**config.mk**
```make
export PLATFORM = sky130hd
export DESIGN_NAME = melody_buzzer_driver
export DESIGN_NICKNAME = d
export VERILOG_FILES = /design/src/logic/melody_pkg.sv /design/src/logic/melody_buzzer_driver.sv /design/src/logic/note_word_reg.sv /design/src/logic/tone_divider.sv
export VERILOG_INCLUDE_DIRS = /design/src /design/src/logic
export SDC_FILE = /design/constraint.sdc
export NUM_CORES = 1
export LEC_CHECK = 0
export BUFFER_PORTS_ARGS = -buffer_cell sky130_fd_sc_hd__buf_2
export CAP_MARGIN = 20
export CORE_ASPECT_RATIO = 1.25
export CORE_UTILIZATION = 54
export CTS_CLUSTER_DIAMETER = 40
export DETAILED_ROUTE_END_ITERATION = 16
export HOLD_SLACK_MARGIN = 0.02
export PLACE_DENSITY = 0.87
export SYNTH_ARGS = -nofsm -noshare
export SYNTH_HDL_FRONTEND = slang
export SYNTH_SLANG_ARGS = --single-unit
```
**constraint.sdc**
```tcl
create_clock -name i_clk -period 9.7 [get_ports i_clk]
set_clock_uncertainty 0.15 [all_clocks]
set_input_delay 0.97 -clock i_clk [delete_from_list [all_inputs] [get_ports i_clk]]
set_output_delay 0.97 -clock i_clk [all_outputs]
set_load 0.005 [all_outputs]
```
**src/logic/melody_params.svh**
```systemverilog
// constants for the melody and buzzer driver
`ifndef MELODY_PARAMS_SVH
`define MELODY_PARAMS_SVH
`define ADDR_BEAT_RATE 2'h0
`define ADDR_CTRL 2'h1
`define ADDR_START 2'h2
`define ADDR_STATUS 2'h3
`define CTRL_PLAY_BIT 3
`define CTRL_BUZZ_EN_BIT 2
`define NOTE_END_BIT 15
`define NOTE_DUR_HI 13
`define NOTE_DUR_LO 8
`define NOTE_PITCH_HI 6
`define BEAT_RATE_RESET 4'h0
`define CTRL_RESET 4'h0
`define CLK_HZ 125000000
`define UNIT_NS_X1000 1953125
`define UNIT_CYCLES 244140
`define PITCH_BASE_HZ 65536
`define PITCH_HALF_CYCLES 954
`define CARRIER_HZ 4000
`define CARRIER_HALF_CYCLES 15625
`define ROM_AW 13
`endif

```
**src/logic/melody_pkg.sv**
```systemverilog
// types for the melody and buzzer driver
package melody_pkg;
  typedef enum logic [1:0] {intermittent_1, intermittent_2, single_beep, continuous} buzz_mode_t;
  typedef enum logic [1:0] {idle, fetch, wait_data, play} play_state_t;
endpackage

```
**src/logic/melody_buzzer_driver.sv**
```systemverilog
// melody and buzzer tone driver with avalon register port and note fetch port
// Behaviour
// - start instruction begins play at current tempo
// - note words fetched in sequence from start
// - end bit note raises interrupt, then stops
// - restart during end note waits for it to finish, then fetches
// - control bit 3 shows playing status
// - writing zero to control bit 3 forces stop
// - tempo code zero acts as code one
// - end bit 15, duration 13:8, pitch 6:0
// - pitch N gives 65536/(N+2) hertz
// - pitch bits 6:2 zero means silence
// - duration is unit times (tempo+1)(code+1)
// - duration code zero acts as one
// - note playing at restart may shorten
// - buzzer enable sends buzzer to pins
// - buzzer carrier 4 kHz, half duty
// - pattern one gated by 8 Hz tap
// - pattern two: 8 Hz and low 1 Hz
// - single beep ends second 32 Hz fall
// - continuous mode sounds while enabled
// - melody silences buzzer, start clears enable
// - reset clears status, enable, pattern bits
`timescale 1ns/1ps
`default_nettype none
`include "melody_params.svh"
module melody_buzzer_driver
  import melody_pkg::*;
(
  input wire logic i_clk,
  input wire logic i_nrst,
  input wire logic i_ce,
  // avalon-mm slave, word addressed
  input wire logic [1:0] i_address,
  input wire logic i_read,
  input wire logic i_write,
  input wire logic [31:0] i_writedata,
  output logic [31:0] o_readdata,
  output logic o_waitrequest,
  // melody start from the cpu, with start address
  input wire logic i_melody_start_instruction,
  input wire logic [`ROM_AW-1:0] i_start_addr,
  // program memory fetch port
  output logic o_rom_req,
  output logic [`ROM_AW-1:0] o_rom_addr,
  input wire logic i_rom_valid,
  input wire logic [15:0] i_rom_data,
  // time base taps, from another divider domain
  input wire logic i_tap_8hz,
  input wire logic i_tap_1hz,
  input wire logic i_tap_32hz,
  // outputs
  output logic o_melody_end_irq,
  output logic o_sounder_out_pin,
  output logic o_sounder_out_inv_pin
);
  // register state
  logic [3:0] beat_rate_reg; // beat_rate_ctrl
  logic playing_status_flag_reg;
  logic buzzer_enable_bit_reg;
  logic [1:0] buzz_pattern_reg; // {buzz_pattern_hi, buzz_pattern_lo}
  play_state_t state_reg;
  logic [`ROM_AW-1:0] fetch_addr_reg; // next word to fetch
  logic next_valid_reg; // a fetched word waits in the holder
  logic [15:0] next_word; // prefetched word
  logic [15:0] cur_word_reg; // note now sounding
  logic [31:0] dur_cnt_reg; // cycles left in current note
  logic last_playing_reg; // current note carries the end bit
  logic pending_start_reg; // restart requested after end note
  logic [`ROM_AW-1:0] pending_addr_reg;
  logic irq_reg;
  // tap synchronisers, first stage read only by second
  logic [2:0] tap_s1_reg;
  logic [2:0] tap_s2_reg;
  logic [2:0] tap_d_reg; // previous synced level for edges
  logic [1:0] fall32_cnt_reg; // 32 Hz falls seen while buzzer enabled, stops at 2
  logic buzz_en_d_reg;
  logic rd_ack_reg; // read word already registered, answer this cycle

  // avalon decode; a read waits one cycle so registered data stand when taken
  wire wr_beat = i_write && (i_address == `ADDR_BEAT_RATE);
  wire wr_ctrl = i_write && (i_address == `ADDR_CTRL);
  wire sw_start = i_write && (i_address == `ADDR_START) && i_writedata[0];
  wire start_req = i_melody_start_instruction || sw_start;
  wire [`ROM_AW-1:0] start_addr = i_melody_start_instruction ? i_start_addr
                                  : i_writedata[`ROM_AW+3:4];
  wire sw_stop = wr_ctrl && !i_writedata[`CTRL_PLAY_BIT] && playing_status_flag_reg;
  assign o_waitrequest = !i_ce || (i_read && !rd_ack_reg);

  // tempo code zero behaves as code one
  function automatic logic [3:0] eff_tempo(input logic [3:0] code);
    eff_tempo = (code == 4'h0) ? 4'h1 : code;
  endfunction
  // duration code zero behaves as code one
  function automatic logic [5:0] eff_dur(input logic [5:0] code);
    eff_dur = (code == 6'h00) ? 6'h01 : code;
  endfunction
  // note length in clock cycles; unit time rounded to whole cycles
  function automatic logic [31:0] note_cycles(input logic [3:0] tp, input logic [15:0] w);
    logic [31:0] prod;
    prod = (32'(eff_tempo(tp)) + 32'h1) * (32'(eff_dur(w[`NOTE_DUR_HI:`NOTE_DUR_LO])) + 32'h1);
    note_cycles = 32'(prod * 32'(`UNIT_CYCLES));
  endfunction

  // current note fields
  wire [6:0] pitch_code = cur_word_reg[`NOTE_PITCH_HI:0];
  wire pitch_silent = (pitch_code[6:2] == 5'h00);
  // half period of 65536/(N+2) Hz at the clock rate
  wire [23:0] pitch_half = 24'(({17'h00000, pitch_code} + 24'h000002) * 24'(`PITCH_HALF_CYCLES));
  wire note_done = (state_reg == play) && (dur_cnt_reg <= 32'h00000001);
  wire melody_tone;
  wire carrier;

  note_word_reg u_next
  (
    .i_clk(i_clk),
    .i_nrst(i_nrst),
    .i_ce(i_ce),
    .i_wr(o_rom_req && i_rom_valid),
    .i_data(i_rom_data),
    .o_data(next_word)
  );

  tone_divider u_pitch
  (
    .i_clk(i_clk),
    .i_nrst(i_nrst),
    .i_ce(i_ce),
    .i_run(state_reg == play && !pitch_silent),
    .i_half(pitch_half),
    .o_wave(melody_tone)
  );

  tone_divider u_carrier
  (
    .i_clk(i_clk),
    .i_nrst(i_nrst),
    .i_ce(i_ce),
    .i_run(buzzer_enable_bit_reg),
    .i_half(24'(`CARRIER_HALF_CYCLES)),
    .o_wave(carrier)
  );

  // fetch port: ask while the holder is empty, a melody runs and no end note plays
  assign o_rom_req = playing_status_flag_reg && !next_valid_reg
                     && !last_playing_reg && (state_reg != idle);
  assign o_rom_addr = fetch_addr_reg;

  // playback sequencer
  always_ff @(posedge i_clk)
  begin
    if (!i_nrst)
    begin
      state_reg <= idle;
      fetch_addr_reg <= '0;
      next_valid_reg <= 1'b0;
      cur_word_reg <= 16'h0000;
      dur_cnt_reg <= 32'h00000000;
      last_playing_reg <= 1'b0;
      pending_start_reg <= 1'b0;
      pending_addr_reg <= '0;
      irq_reg <= 1'b0;
    end
    else if (i_ce)
    begin
      irq_reg <= 1'b0;
      if (o_rom_req && i_rom_valid)
      begin
        next_valid_reg <= 1'b1;
        fetch_addr_reg <= fetch_addr_reg + 1'b1;
      end
      if (sw_stop)
      begin
        // forced stop drops position; only a new start resumes
        state_reg <= idle;
        next_valid_reg <= 1'b0;
        last_playing_reg <= 1'b0;
        pending_start_reg <= 1'b0;
      end
      else if (start_req && last_playing_reg)
      begin
        // restart during end note: finish it, then chain on
        pending_start_reg <= 1'b1;
        pending_addr_reg <= start_addr;
      end
      else if (start_req)
      begin
        // start cuts the current note short, so it may lose a little
        state_reg <= fetch;
        fetch_addr_reg <= start_addr;
        next_valid_reg <= 1'b0;
        pending_start_reg <= 1'b0;
      end
      else if (state_reg == fetch && next_valid_reg)
      begin
        cur_word_reg <= next_word;
        dur_cnt_reg <= note_cycles(beat_rate_reg, next_word);
        last_playing_reg <= next_word[`NOTE_END_BIT];
        irq_reg <= next_word[`NOTE_END_BIT];
        next_valid_reg <= 1'b0;
        state_reg <= play;
      end
      else if (note_done)
      begin
        if (last_playing_reg && pending_start_reg)
        begin
          state_reg <= fetch;
          fetch_addr_reg <= pending_addr_reg;
          next_valid_reg <= 1'b0;
          pending_start_reg <= 1'b0;
          last_playing_reg <= 1'b0;
        end
        else if (last_playing_reg)
        begin
          state_reg <= idle;
          last_playing_reg <= 1'b0;
        end
        else if (next_valid_reg)
        begin
          // back to back notes with no gap
          cur_word_reg <= next_word;
          dur_cnt_reg <= note_cycles(beat_rate_reg, next_word);
          last_playing_reg <= next_word[`NOTE_END_BIT];
          irq_reg <= next_word[`NOTE_END_BIT];
          next_valid_reg <= 1'b0;
        end
        else
          state_reg <= fetch; // memory was slow, wait for the word
      end
      else if (state_reg == play)
        dur_cnt_reg <= dur_cnt_reg - 32'h00000001;
    end
  end

  // playing flag: set by start, cleared at end or by software
  always_ff @(posedge i_clk)
  begin
    if (!i_nrst)
      playing_status_flag_reg <= 1'b0;
    else if (i_ce)
    begin
      if (start_req)
        playing_status_flag_reg <= 1'b1;
      else if (sw_stop)
        playing_status_flag_reg <= 1'b0;
      else if (note_done && last_playing_reg && !pending_start_reg)
        playing_status_flag_reg <= 1'b0;
    end
  end

  // tap synchronisers and edge memory
  wire [2:0] taps_in = {i_tap_32hz, i_tap_1hz, i_tap_8hz};
  always_ff @(posedge i_clk)
  begin
    if (!i_nrst)
    begin
      tap_s1_reg <= 3'h0;
      tap_s2_reg <= 3'h0;
      tap_d_reg <= 3'h0;
    end
    else if (i_ce)
    begin
      tap_s1_reg <= taps_in;
      tap_s2_reg <= tap_s1_reg;
      tap_d_reg <= tap_s2_reg;
    end
  end
  wire fall_32 = tap_d_reg[2] && !tap_s2_reg[2];
  wire beep_mode = (buzz_mode_t'(buzz_pattern_reg) == single_beep);
  wire beep_over = beep_mode && buzzer_enable_bit_reg && fall_32 && (fall32_cnt_reg == 2'h1);

  // control register and beep counter; hardware clear beats software set
  always_ff @(posedge i_clk)
  begin
    if (!i_nrst)
    begin
      beat_rate_reg <= `BEAT_RATE_RESET;
      buzzer_enable_bit_reg <= 1'b0;
      buzz_pattern_reg <= 2'h0;
      fall32_cnt_reg <= 2'h0;
      buzz_en_d_reg <= 1'b0;
    end
    else if (i_ce)
    begin
      buzz_en_d_reg <= buzzer_enable_bit_reg;
      if (wr_beat)
        beat_rate_reg <= i_writedata[3:0];
      if (wr_ctrl)
        buzz_pattern_reg <= i_writedata[1:0];
      if (start_req)
        buzzer_enable_bit_reg <= 1'b0;
      else if (beep_over)
        buzzer_enable_bit_reg <= 1'b0;
      else if (wr_ctrl)
        buzzer_enable_bit_reg <= i_writedata[`CTRL_BUZZ_EN_BIT];
      // counting restarts on each rising edge of enable
      if (buzzer_enable_bit_reg && !buzz_en_d_reg)
        fall32_cnt_reg <= 2'h0;
      else if (buzzer_enable_bit_reg && fall_32 && fall32_cnt_reg != 2'h2)
        fall32_cnt_reg <= fall32_cnt_reg + 2'h1;
    end
  end

  // pattern gate from time base taps
  wire gate_8 = tap_s2_reg[0];
  wire gate_1_low = !tap_s2_reg[1];
  logic buzz_gate;
  always_comb
  begin
    unique case (buzz_mode_t'(buzz_pattern_reg))
      intermittent_1: buzz_gate = gate_8;
      intermittent_2: buzz_gate = gate_8 && gate_1_low;
      single_beep: buzz_gate = 1'b1;
      continuous: buzz_gate = 1'b1;
    endcase
  end
  // melody has priority; buzzer muted while playing
  wire buzz_on = buzzer_enable_bit_reg && !playing_status_flag_reg && buzz_gate;
  wire mel_on = (state_reg == play) && !pitch_silent;
  wire wave = mel_on ? melody_tone : (buzz_on && carrier);
  wire active = mel_on || buzz_on;

  // pins and interrupt from flip-flops; idle leaves both low
  always_ff @(posedge i_clk)
  begin
    if (!i_nrst)
    begin
      o_sounder_out_pin <= 1'b0;
      o_sounder_out_inv_pin <= 1'b0;
      o_melody_end_irq <= 1'b0;
    end
    else if (i_ce)
    begin
      o_sounder_out_pin <= active && wave;
      o_sounder_out_inv_pin <= active && !wave;
      o_melody_end_irq <= irq_reg;
    end
  end

  // read data register
  wire [31:0] ctrl_rd = {28'h0000000, playing_status_flag_reg, buzzer_enable_bit_reg,
                         buzz_pattern_reg};
  wire [31:0] status_rd = {29'h00000000, next_valid_reg, last_playing_reg,
                           state_reg == play};
  always_ff @(posedge i_clk)
  begin
    if (!i_nrst)
    begin
      o_readdata <= 32'h00000000;
      rd_ack_reg <= 1'b0;
    end
    else if (i_ce)
    begin
      rd_ack_reg <= i_read && !rd_ack_reg;
      if (i_read)
        unique case (i_address)
          `ADDR_BEAT_RATE: o_readdata <= {28'h0000000, beat_rate_reg};
          `ADDR_CTRL: o_readdata <= ctrl_rd;
          `ADDR_STATUS: o_readdata <= status_rd;
          default: o_readdata <= 32'h00000000;
        endcase
    end
  end
endmodule
`default_nettype wire

```
**src/logic/note_word_reg.sv**
```systemverilog
// holder for the next note word fetched ahead of the playing note
`timescale 1ns/1ps
`default_nettype none
module note_word_reg
(
  input wire logic i_clk,
  input wire logic i_nrst,
  input wire logic i_ce,
  input wire logic i_wr,
  input wire logic [15:0] i_data,
  output logic [15:0] o_data
);
  // data leave from a register
  always_ff @(posedge i_clk)
  begin
    if (!i_nrst)
      o_data <= 16'h0000;
    else if (i_ce && i_wr)
      o_data <= i_data;
  end
endmodule
`default_nettype wire

```
**src/logic/tone_divider.sv**
```systemverilog
// square wave divider: toggles every half period count
`timescale 1ns/1ps
`default_nettype none
module tone_divider
(
  input wire logic i_clk,
  input wire logic i_nrst,
  input wire logic i_ce,
  input wire logic i_run,
  input wire logic [23:0] i_half,
  output logic o_wave
);
  logic [23:0] cnt_reg; // cycles counted so far in this half period
  always_ff @(posedge i_clk)
  begin
    if (!i_nrst)
    begin
      cnt_reg <= 24'h000000;
      o_wave <= 1'b0;
    end
    else if (i_ce)
    begin
      if (!i_run)
      begin
        // idle keeps the phase known so every tone starts low
        cnt_reg <= 24'h000000;
        o_wave <= 1'b0;
      end
      else if (cnt_reg >= i_half - 24'h000001)
      begin
        cnt_reg <= 24'h000000;
        o_wave <= ~o_wave;
      end
      else
        cnt_reg <= cnt_reg + 24'h000001;
    end
  end
endmodule
`default_nettype wire

```
==> summary.log, run 1 <==
[layout] number of nets in the finished design 2,300
[power_and_ir_drop] switch share 0.300
[clocking] Inserted Clock Buffers 17
[placement] Final GP Congestion 0.918
[worst_setup_path] Crit path max-delay family adder cells
[power_and_ir_drop] combinational cell fraction of total power 0.158
[power_and_ir_drop] clock share of power 0.422
[worst_setup_path] peak fanout along the critical path 8
[clocking] # H-tree levels 4
[synthesis] distinct cell type count of the synthesized netlist 78
[synthesis] Compound-Gate Fraction of Synth Area 0.142
[power_and_ir_drop] sequential share of power 0.419
[synthesis] count of mapped cells out of synthesis 1,889
[status] result of the run completed
[synthesis] area of the mapped netlist 15,500 sq um
[sta] Slew headroom 0.319
[floorplan] die height 192 microns
[detailed_routing] number of DRC markers in iteration 0 1,001
[floorplan] area of the die 29,400 sq um
[placement] number of buffers added on ports 77
[floorplan] Die X 154 microns
[grt] largest net degree at the start of global routing 81
[synthesis] simple-gate share of the synthesized area 0.186
[clocking] Root Buffer Master sky130_fd_sc_hd__clkbuf_16
[hold_path] classification of the worst-slack hold path reg2reg
[worst_setup_path] largest stage delay on the critical path 0.57 ns
[layout] leading cell type in the layout, fill and taps excluded sky130_fd_sc_hd__inv_1
[layout] post-synthesis to final-layout area growth 8.72%
[worst_setup_path] Setup CP Type reg2reg
[synthesis] dominant combinational cell family by area after synthesis adder cells
[floorplan] number of placed I/O pins 123
[sta] worst-case hold slack 0.320 ns
[sta] Fin. Hold Viols 0
[layout] final standard cell count with taps included and fillers excluded 2,311
[detailed_routing] average via count per standard cell 5.87
[grt] global-route total usage across every layer 0.256
[clocking] Clock Sink Count 161
[layout] most frequent cells in the layout 231 x sky130_fd_sc_hd__inv_1, 210 x sky130_fd_sc_hd__nor2_1, 170 x sky130_fd_sc_hd__ha_1
[clocking] clock-pin transition on the worst setup and hold timing paths 0.08 ns
[worst_setup_path] worst endpoint data arrival time 9.52 ns
[synthesis] xor and xnor area share after synthesis 0.0671
[grt] first-pass GRT wire length 61.3 mm
[synthesis] warning count from the yosys run 0
[sta] worst slew pin tran 1.01 ns
[layout] fraction of layout cells with a size suffix above 1 0.0901
[synthesis] count of flip-flops with a built-in enable after synthesis 0
[power_and_ir_drop] IR Drop Worst-Case VDD 0.123 mV
[floorplan] area of the core 28,300 sq um
[floorplan] effective utilization at floorplan 0.548
[sta] share of the clock period used by the worst path 0.958
[placement] placed instance count 2,275
[detailed_routing] total wirelength of the detailed-routed design 37.5 mm
[grt] GRT overflow 0
[detailed_routing] DRC violations left 0
[synthesis] share of the yosys chip area belonging to registers 0.208
[synthesis] ys async rst share 0
[clocking] number of buffers inserted by hold repair at cts 0
[sta] accumulated negative setup slack 0 ns
[synthesis] prevailing post-synth register cell sky130_fd_sc_hd__dfxtp_1
[worst_setup_path] CP bufs+invs 7
[clocking] clock tree from TritonCTS done
[synthesis] Avg Synthesized Cell Area 8.22 sq um
[sta] FMAX 108 MHz
[floorplan] num rows 69
[synthesis] FF+latch count, synth 161
[synthesis] multiplexer share of the synthesized area 0.0251
[power_and_ir_drop] Lkg Pwr 7.76 nW
[run] number of violations of the max-capacitance limit 0
[worst_setup_path] cell mode on critical path sky130_fd_sc_hd__fa_1
[sta] clock period minus worst slack 9.30 ns
[detailed_routing] Routed wire per std cell 16.2 microns
[sta] Final Max Tran Viols 0
[layout] Core Util, Final 0.596
[grt] number of antenna violations at the first check in global routing 3
[synthesis] Adder-Cell Fraction of Synth Area 0.285
[worst_setup_path] category of the worst setup path launch point register
[detailed_routing] routed vias 13,573
[power_and_ir_drop] Cell Pwr Density 96.0 nW/um^2
[detailed_routing] remaining antenna violation count after routing 0
[detailed_routing] TritonRoute pass-1 iters 7
[worst_setup_path] worst path required time 9.92 ns
[grt] vias in the first global route 13,373
[worst_setup_path] library cell contributing the largest single delay on the critical path sky130_fd_sc_hd__or4_1
[worst_setup_path] Setup crit end kind register
[power_and_ir_drop] cell-internal power 1.13 mW
[power_and_ir_drop] NetSw 0.486 mW
[clocking] Clk Latency, worst-skew pair 0.45 ns
[layout] Largest register FFs 32
[sta] setup violation total in the final timing report 0
[clocking] buffer depth of the longest clock path 2
[placement] detailed placer's ending HPWL 28.8 mm
[synth_stat cells (32+ instances only)]
cell / count / share of area
sky130_fd_sc_hd__a21oi_1: 119 / 0.038
sky130_fd_sc_hd__dfxtp_1: 161 / 0.21
sky130_fd_sc_hd__xor2_1: 51 / 0.029
sky130_fd_sc_hd__mux2i_1: 39 / 0.025
sky130_fd_sc_hd__ha_1: 176 / 0.14
sky130_fd_sc_hd__nor3_1: 44 / 0.014
sky130_fd_sc_hd__a211oi_1: 32 / 0.015
sky130_fd_sc_hd__inv_1: 232 / 0.056
sky130_fd_sc_hd__fa_1: 111 / 0.14
sky130_fd_sc_hd__xnor2_1: 68 / 0.038
sky130_fd_sc_hd__clkbuf_1: 43 / 0.010
sky130_fd_sc_hd__nor2_1: 211 / 0.051
sky130_fd_sc_hd__nand3_1: 51 / 0.016
sky130_fd_sc_hd__nand2_1: 142 / 0.034
sky130_fd_sc_hd__o21ai_0: 84 / 0.027
[cells by family (layout without fill, tap and decap cells)]
logic type | count (synthesis) | after routing
AOI/OAI and AO/OA | 356 | 356
xor gates and xnor gates | 119 | 119
adders and majority gates | 287 | 287
buffers and inverters | 321 | 358
DFF | 161 | 161
muxes | 39 | 39
other | 1 | 31
and+or+nand+nor | 605 | 605
[layer usage]
| layer | routed length (microns) | global-route usage | share of wire | up-vias |
|---|---|---|---|---|
| met5 | 0 | 0 | 0 | - |
| met1 | 14500 | 0.285 | 0.39 | 6489 |
| met4 | 1800 | 0.143 | 0.048 | 0 |
| met2 | 19600 | 0.471 | 0.52 | 487 |
| li1 | - | - | - | 6450 |
| met3 | 1670 | 0.0311 | 0.044 | 147 |
[power groups by stage]
stage          clock network, mW  logic, mW  registers (mW)
3_3_place_gp                   0      0.231           0.694
5_1_grt                    0.719      0.285           0.680
2_1_floorplan                  0      0.179           0.692
3_5_place_dp                   0      0.240           0.694
4_1_cts                    0.689      0.242           0.679
6_report                   0.684      0.256           0.680
[cell type report]
| type | count | area [sq um] |
|---|---|---|
| timing repair buffer | 94 | 513 |
| tap | 355 | 444 |
| clock inverter | 14 | 168 |
| antenna | 3 | 7.51 |
| fill | 2293 | 11400 |
| clock buffer | 18 | 429 |
| multi-input combinational | 1434 | 11200 |
| inverter | 232 | 871 |
| sequential | 161 | 3220 |
[through the flow]
stage                     setup slack, ns  total power, mW  area, sq um
after floorplan                     0.454            0.871        15600
after global placement              0.346            0.925        16100
after detailed placement           0.0796            0.934        16100
after CTS                          0.0527             1.61        16700
after global routing              -0.0555             1.68        16900
final                               0.405             1.62        16900
[worst min-delay path: stages, from the launching register on]
cell and delay, ns:
sky130_fd_sc_hd__dfxtp_1 0.31, sky130_fd_sc_hd__nand2_1 0.06, sky130_fd_sc_hd__a21oi_1 0.05
[timing repair]
item                                    CTS  global route
setup buffers                             0             1
resized for setup                         0            34
endpoints found under the setup margin    0            12
[worst paths after layout]
path | from | cells after the start | end | slack, ns
max | u_next.o_data[10] | 35 | dur_cnt_reg[28] | 0.40
min reg2reg | u_next.o_data[4] | 2 | cur_word_reg[4] | 0.32
max reg2reg | u_next.o_data[10] | 35 | dur_cnt_reg[28] | 0.40
min | u_next.o_data[4] | 2 | cur_word_reg[4] | 0.32
Note: power is estimated with default switching activity, not from simulation.
==> run 2: changes to the inputs <==
Settings changed: CELL_PAD_IN_SITES_DETAIL_PLACEMENT set to 1, CELL_PAD_IN_SITES_GLOBAL_PLACEMENT set to 1, CORE_UTILIZATION 54 to 42, PLACE_DENSITY 0.87 to 0.89.
==> summary.log, run 2 (same netlist as run 1, synthesis figures left out) <==
[sta] accumulated negative setup slack -0.0104 ns [-0.0104 ns]
[power_and_ir_drop] switch share 0.300 [-0.000446]
[power_and_ir_drop] Cell Pwr Density 97.1 nW/um^2 [+1.1%]
[worst_setup_path] worst endpoint data arrival time 9.94 ns [+0.42 ns]
[sta] FMAX 103 MHz [-4.3%]
[worst_setup_path] worst path required time 9.93 ns [about the same]
[worst_setup_path] library cell contributing the largest single delay on the critical path sky130_fd_sc_hd__or4_1
[worst_setup_path] Setup crit end kind register
[layout] final standard cell count with taps included and fillers excluded 2,443 [+5.7%]
[clocking] Clock Sink Count 161 [unchanged]
[power_and_ir_drop] cell-internal power 1.16 mW [+2.4%]
[clocking] Root Buffer Master sky130_fd_sc_hd__clkbuf_16
[worst_setup_path] Setup CP Type reg2reg
[sta] share of the clock period used by the worst path 1.00 [+0.0428]
[sta] clock period minus worst slack 9.71 ns [+0.415 ns]
[grt] number of antenna violations at the first check in global routing 2 [-1]
[sta] Fin. Hold Viols 0 [unchanged]
[placement] detailed placer's ending HPWL 35.7 mm [+24%]
[power_and_ir_drop] combinational cell fraction of total power 0.165 [+0.007]
[layout] leading cell type in the layout, fill and taps excluded sky130_fd_sc_hd__inv_1
[hold_path] classification of the worst-slack hold path reg2reg
[layout] Core Util, Final 0.469 [-0.127]
[power_and_ir_drop] sequential share of power 0.410 [-0.009]
[floorplan] area of the die 37,700 sq um [+28%]
[power_and_ir_drop] Lkg Pwr 7.80 nW [+0.52%]
[worst_setup_path] category of the worst setup path launch point register
[run] number of violations of the max-capacitance limit 0 [unchanged]
[sta] min setup slack post-route -0.0104 ns [-0.415 ns]
[grt] first-pass GRT wire length 75.1 mm [+23%]
[status] violated checks negative setup slack
[grt] vias in the first global route 15,169 [+13%]
[floorplan] Die X 174 microns [+13%]
[detailed_routing] Routed wire per std cell 18.9 microns [+17%]
[clocking] Clk Latency, worst-skew pair 0.46 ns [about the same]
[detailed_routing] total wirelength of the detailed-routed design 46.2 mm [+23%]
[placement] number of buffers added on ports 77 [unchanged]
[clocking] Inserted Clock Buffers 17 [unchanged]
[detailed_routing] routed vias 13,790 [+1.6%]
[worst_setup_path] FF-to-FF setup slack -0.01 ns [-0.41 ns]
[power_and_ir_drop] clock share of power 0.425 [+0.003]
[clocking] clock tree from TritonCTS done
[grt] global-route total usage across every layer 0.246 [-0.00924]
[sta] setup violation total in the final timing report 1 [+1]
[power_and_ir_drop] NetSw 0.497 mW [+2.2%]
[sta] Slew headroom 0.261 [-0.0582]
[detailed_routing] remaining antenna violation count after routing 0 [unchanged]
[layout] number of nets in the finished design 2,309 [+0.39%]
[worst_setup_path] cell mode on critical path sky130_fd_sc_hd__fa_1
[clocking] buffer depth of the longest clock path 2 [unchanged]
[grt] GRT overflow 0 [unchanged]
[worst_setup_path] largest stage delay on the critical path 0.58 ns [about the same]
[placement] Final GP Congestion 0.900 [-2.0%]
[sta] Final Max Tran Viols 0 [unchanged]
[clocking] clock-pin transition on the worst setup and hold timing paths 0.08 ns [about the same]
[detailed_routing] number of DRC markers in iteration 0 688 [-31%]
[floorplan] number of placed I/O pins 123 [unchanged]
[floorplan] effective utilization at floorplan 0.427 [-0.122]
[floorplan] die height 217 microns [+13%]
[power_and_ir_drop] IR Drop Worst-Case VDD 0.124 mV [+0.66%]
[detailed_routing] average via count per standard cell 5.64 [-3.9%]
[sta] worst-case hold slack 0.317 ns [-0.00314 ns]
[floorplan] num rows 78 [+13%]
[detailed_routing] DRC violations left 0 [unchanged]
[detailed_routing] TritonRoute pass-1 iters 5 [-2]
[layout] Largest register FFs 32 [unchanged]
[status] result of the run complete, but fails checks
[clocking] # H-tree levels 4 [unchanged]
[grt] largest net degree at the start of global routing 76 [-6.2%]
[layout] fraction of layout cells with a size suffix above 1 0.0933 [+0.00320]
[sta] worst slew pin tran 1.10 ns [+0.0864 ns]
[layout] most frequent cells in the layout 231 x sky130_fd_sc_hd__inv_1, 210 x sky130_fd_sc_hd__nor2_1, 171 x sky130_fd_sc_hd__ha_1
[placement] placed instance count 2,404 [+5.7%]
[floorplan] area of the core 36,400 sq um [+29%]
[layout] post-synthesis to final-layout area growth 10.0%
[worst_setup_path] peak fanout along the critical path 6 [-2]
-- run 2: timing repair --
action / in CTS / in global routing
pin swaps: 1 / 9
endpoints found under the setup margin: 7 / 14
resized for setup: 10 / 21
setup buffers: 0 / 6
hold buffers: 0 / 0
-- run 2: metal layers --
metal / wire length, microns / vias up / share of wire / global-route usage
li1: - / 6477 / - / -
met1: 17400 / 6826 / 0.38 / 0.252
met2: 24600 / 302 / 0.53 / 0.467
met3: 1290 / 185 / 0.028 / 0.0311
met4: 2940 / 0 / 0.064 / 0.163
met5: 0 / - / 0 / 0
-- run 2: critical path, delay by kind of cell, from the launching register on --
family	cells	cell delay, ns
AND/OR/NAND/NOR	9	1.87
AO/OA/AOI/OAI	8	1.92
adder cells (fa/ha/maj)	9	4.33
XOR/XNOR	3	0.51
buffers and inverters	6	0.51
flip-flops	1	0.35
-- run 2: path summary, 6_finish.rpt --
path | startpoint | endpoint | cells past startpoint
setup / recovery | u_next.o_data[10] | dur_cnt_reg[28] | 35
hold / removal | u_next.o_data[3] | u_next.o_data[3] | 2
setup reg to reg | u_next.o_data[10] | dur_cnt_reg[28] | 35
hold reg to reg | u_next.o_data[3] | u_next.o_data[3] | 2
-- run 2: power groups by stage --
stage,Clock (mW),Sequential (mW),Combinational [mW]
detailed placement,0,0.695,0.255
floorplan,0,0.692,0.179
global placement,0,0.694,0.236
CTS,0.711,0.680,0.263
global route,0.738,0.681,0.298
finish,0.704,0.680,0.274
-- run 2: final cells by class --
class	instances	area (sq um)
Antenna cell	2	5.00
Clock buffer	19	443
Clock inverter	12	151
Fill cell	4396	19300
Inverter	232	871
Multi-Input combinational cell	1434	11200
Sequential cell	161	3220
Tap cell	480	601
Timing Repair Buffer	103	581
-- run 2: metrics by stage --
stage	area [sq um]	setup WS, ns	power (mW)
floorplan	15600	0.454	0.871
global placement	16300	0.228	0.930
detailed placement	16300	-0.260	0.950
CTS	16900	0.0174	1.65
global route	17100	-0.301	1.72
finish	17100	-0.0104	1.66
==> run 3: changes to the inputs <==
--- a/config.mk
+++ b/config.mk
@@ -8,2 +8,3 @@
 export LEC_CHECK = 0
+export ABC_AREA = 1
 export BUFFER_PORTS_ARGS = -buffer_cell sky130_fd_sc_hd__buf_2
@@ -13,3 +14,3 @@
 export CORE_ASPECT_RATIO = 1.25
-export CORE_UTILIZATION = 42
+export CORE_UTILIZATION = 41
 export CTS_CLUSTER_DIAMETER = 40
@@ -17,3 +18,3 @@
 export HOLD_SLACK_MARGIN = 0.02
-export PLACE_DENSITY = 0.89
+export PLACE_DENSITY = 0.9
 export SYNTH_ARGS = -nofsm -noshare
--- a/constraint.sdc
+++ b/constraint.sdc
@@ -4,2 +4,2 @@
 set_output_delay 0.97 -clock i_clk [all_outputs]
-set_load 0.005 [all_outputs]
+set_load 0.05 [all_outputs]
==> summary.log, run 3 <==
[floorplan] area of the core 40,300 sq um [+11%]
[worst_setup_path] FF-to-FF setup slack 0.49 ns [+0.50 ns]
[run] number of violations of the max-capacitance limit 0 [unchanged]
[synthesis] count of mapped cells out of synthesis 2,493 [+32%]
[worst_setup_path] startpoint of the worst register-to-register path beat_rate_reg[0]
[layout] fraction of layout cells with a size suffix above 1 0.0622 [-0.0311]
[worst_setup_path] r2r worst-path depth 37 [+5.7%]
[layout] leading cell type in the layout, fill and taps excluded sky130_fd_sc_hd__nand2_1
[clocking] Clk Latency, worst-skew pair 0.47 ns [about the same]
[detailed_routing] average via count per standard cell 5.26 [-6.8%]
[floorplan] area of the die 42,000 sq um [+11%]
[floorplan] effective utilization at floorplan 0.419 [-0.00741]
[sta] setup repair after global routing missed its margin no
[synthesis] top post-synthesis cells by area sky130_fd_sc_hd__dfxtp_1 19%, sky130_fd_sc_hd__fa_1 13%, sky130_fd_sc_hd__ha_1 13%
[clocking] Clock Sink Count 161 [unchanged]
[hold_path] classification of the worst-slack hold path reg2reg
[grt] first-pass GRT wire length 88.3 mm [+18%]
[power_and_ir_drop] Cell Pwr Density 105 nW/um^2 [+8.1%]
[detailed_routing] routed vias 16,318 [+18%]
[sta] worst-case hold slack 0.301 ns [-0.0159 ns]
[worst_setup_path] Setup crit end kind register
[synthesis] share of the yosys chip area belonging to registers 0.191 [-0.0169]
[clocking] Root Buffer Master sky130_fd_sc_hd__clkbuf_16
[clocking] number of buffers inserted by hold repair at cts 0 [unchanged]
[clocking] number of gates resized after CTS 0 [-10]
[worst_setup_path] worst endpoint data arrival time 9.38 ns [-0.56 ns]
[synthesis] cell with the most instances after synthesis sky130_fd_sc_hd__nand2_1
[sta] FMAX 109 MHz [+5.5%]
[sta] Slew headroom 0.428 [+0.167]
[synthesis] distinct cell type count of the synthesized netlist 50 [-36%]
[clocking] buffer count from post-CTS setup fixing 0 [unchanged]
[detailed_routing] number of DRC markers in iteration 0 606 [-12%]
[layout] number of nets in the finished design 2,904 [+26%]
[sta] setup violation total in the final timing report 0 [-1]
[worst_setup_path] peak fanout along the critical path 7 [+1]
[clocking] clock-pin transition on the worst setup and hold timing paths 0.07 ns [about the same]
[layout] post-synthesis to final-layout area growth 8.18%
[clocking] buffer depth of the longest clock path 2 [unchanged]
[floorplan] die height 229 microns [+5.5%]
[synthesis] count of flip-flops with a built-in enable after synthesis 0 [unchanged]
[detailed_routing] Routed wire per std cell 17.0 microns [-10%]
[floorplan] number of placed I/O pins 123 [unchanged]
[clocking] # H-tree levels 4 [unchanged]
[layout] number of filler cells placed in the layout 5,336 [+21%]
[layout] Core Util, Final 0.453 [-0.0159]
[synthesis] FF+latch count, synth 161 [unchanged]
[status] result of the run completed
[sta] share of the clock period used by the worst path 0.949 [-0.0519]
[synthesis] ys async rst share 0 [unchanged]
[synthesis] area share of the largest cell type after synthesis 0.191 [-0.0169]
[clocking] clock tree from TritonCTS done
[grt] vias in the first global route 18,009 [+19%]
[synthesis] prevailing post-synth register cell sky130_fd_sc_hd__dfxtp_1
[placement] Final GP Congestion 0.914 [+1.6%]
[synthesis] warning count from the yosys run 0 [unchanged]
[sta] Final Max Tran Viols 0 [unchanged]
[worst_setup_path] worst path required time 9.87 ns [-0.06 ns]
[hold_path] end point of the most critical hold path u_carrier.cnt_reg[15]
[hold_path] Cells on Worst Hold Path 2 [unchanged]
[synthesis] area of the mapped netlist 16,900 sq um [+8.8%]
[placement] number of buffers added on ports 77 [unchanged]
[floorplan] Die X 184 microns [+5.5%]
[worst_setup_path] library cell contributing the largest single delay on the critical path sky130_fd_sc_hd__fa_1
[detailed_routing] TritonRoute pass-1 iters 8 [+3]
[power_and_ir_drop] IR Drop Worst-Case VDD 0.152 mV [+23%]
[layout] Largest register FFs 32 [unchanged]
[worst_setup_path] destination of the worst register-to-register timing path dur_cnt_reg[25]
[grt] GRT overflow 0 [unchanged]
[hold_path] startpoint of the tightest hold check path u_carrier.cnt_reg[15]
[grt] global-route total usage across every layer 0.262 [+0.0157]
[detailed_routing] DRC violations left 0 [unchanged]
[grt] number of antenna violations at the first check in global routing 1 [-1]
[synthesis] top cells by count, synth 567 x sky130_fd_sc_hd__nand2_1, 448 x sky130_fd_sc_hd__inv_1, 304 x sky130_fd_sc_hd__nor2_1
[synthesis] cell type with the largest total area after synthesis sky130_fd_sc_hd__dfxtp_1
[sta] accumulated negative setup slack 0 ns [+0.0104 ns]
[layout] most frequent cells in the layout 564 x sky130_fd_sc_hd__nand2_1, 448 x sky130_fd_sc_hd__inv_1, 304 x sky130_fd_sc_hd__nor2_1
[floorplan] num rows 82 [+5.1%]
[detailed_routing] total wirelength of the detailed-routed design 52.8 mm [+14%]
[detailed_routing] remaining antenna violation count after routing 0 [unchanged]
[worst_setup_path] cell mode on critical path sky130_fd_sc_hd__inv_1
[sta] clock period minus worst slack 9.21 ns [-0.503 ns]
[grt] largest net degree at the start of global routing 67 [-12%]
[layout] Inserted Diodes 0 [-2]
[worst_setup_path] Setup CP Type reg2reg
[worst_setup_path] category of the worst setup path launch point register
[clocking] Inserted Clock Buffers 17 [unchanged]
[placement] detailed placer's ending HPWL 42.7 mm [+20%]
[power_and_ir_drop] Lkg Pwr 9.29 nW [+19%]
[sta] Fin. Hold Viols 0 [unchanged]
[synthesis] Avg Synthesized Cell Area 6.78 sq um [-18%]
[sta] worst slew pin tran 0.855 ns [-0.243 ns]
[worst_setup_path] largest stage delay on the critical path 0.56 ns [-0.02 ns]
run 3: layout make-up:
| type | count | area (sq um) | area share |
|---|---|---|---|
| Sequential cell | 161 | 3220 | 0.176 |
| Tap cell | 546 | 683 | 0.0374 |
| Timing Repair Buffer | 83 | 430 | 0.0235 |
| Clock buffer | 19 | 453 | 0.0248 |
| Inverter | 453 | 1700 | 0.0930 |
| Clock inverter | 12 | 145 | 0.00794 |
| Multi-Input combinational cell | 1828 | 11600 | 0.637 |
run 3: critical path, delay by kind of cell, from the launching register on:
| family | cells | cell delay, ns |
|---|---|---|
| AO/OA/AOI/OAI | 1 | 0.05 |
| XOR/XNOR | 1 | 0.39 |
| adder cells (fa/ha/maj) | 10 | 4.91 |
| buffers and inverters | 10 | 0.84 |
| flip-flops | 1 | 0.41 |
| AND/OR/NAND/NOR | 15 | 2.27 |
run 3: worst max path at each step:
stage / startpoint / depth (start not counted) / to / slack [ns]
2_1_floorplan: u_next.o_data[8] / 36 / dur_cnt_reg[13] / 1.68
3_3_place_gp: beat_rate_reg[0] / 38 / dur_cnt_reg[25] / 0.64
3_5_place_dp: beat_rate_reg[0] / 36 / dur_cnt_reg[13] / 0.22
4_1_cts: beat_rate_reg[0] / 35 / dur_cnt_reg[27] / 0.15
5_1_grt: u_next.o_data[9] / 46 / dur_cnt_reg[29] / 0.01
6_report: beat_rate_reg[0] / 37 / dur_cnt_reg[25] / 0.49
run 3: logic make-up (layout without fill, tap and decap cells):
| logic type | Yosys count | after routing | share of synthesized area |
|---|---|---|---|
| AND/OR/NAND/NOR | 1148 | 1148 | 0.289 |
| buffers and inverters | 531 | 567 | 0.127 |
| AO/OA/AOI/OAI | 288 | 288 | 0.0911 |
| adder cells (fa/ha/maj) | 287 | 287 | 0.262 |
| flip-flops | 161 | 161 | 0.191 |
| XOR/XNOR | 75 | 75 | 0.0389 |
| multiplexers | 2 | 2 | 0.00118 |
| other | 1 | 28 | 0.000222 |
run 3: through the flow:
step	instance area, sq um	worst slack [ns]	cells	power (mW)
CTS	18300	0.151	3102	1.93
detailed placement	17700	0.217	3071	1.21
global placement	17700	0.640	3071	1.17
floorplan	17000	1.68	2520	1.07
global route	18300	0.0147	3102	2.02
finish	18300	0.493	3102	1.92
run 3: report_power, final:
group / total, mW / switching (mW) / internal, mW
Clock: 0.715 / 0.337 / 0.377
Sequential: 0.680 / 0.00975 / 0.670
Combinational: 0.523 / 0.359 / 0.164
Total: 1.92 / 0.706 / 1.21
run 3: per-layer routing:
layer | vias up | routed length [microns] | GRT usage
li1 | 7856 | - | -
met1 | 7946 | 20300 | 0.279
met2 | 383 | 28500 | 0.499
met3 | 131 | 1580 | 0.0310
met4 | 2 | 2410 | 0.133
met5 | - | 10 | 0
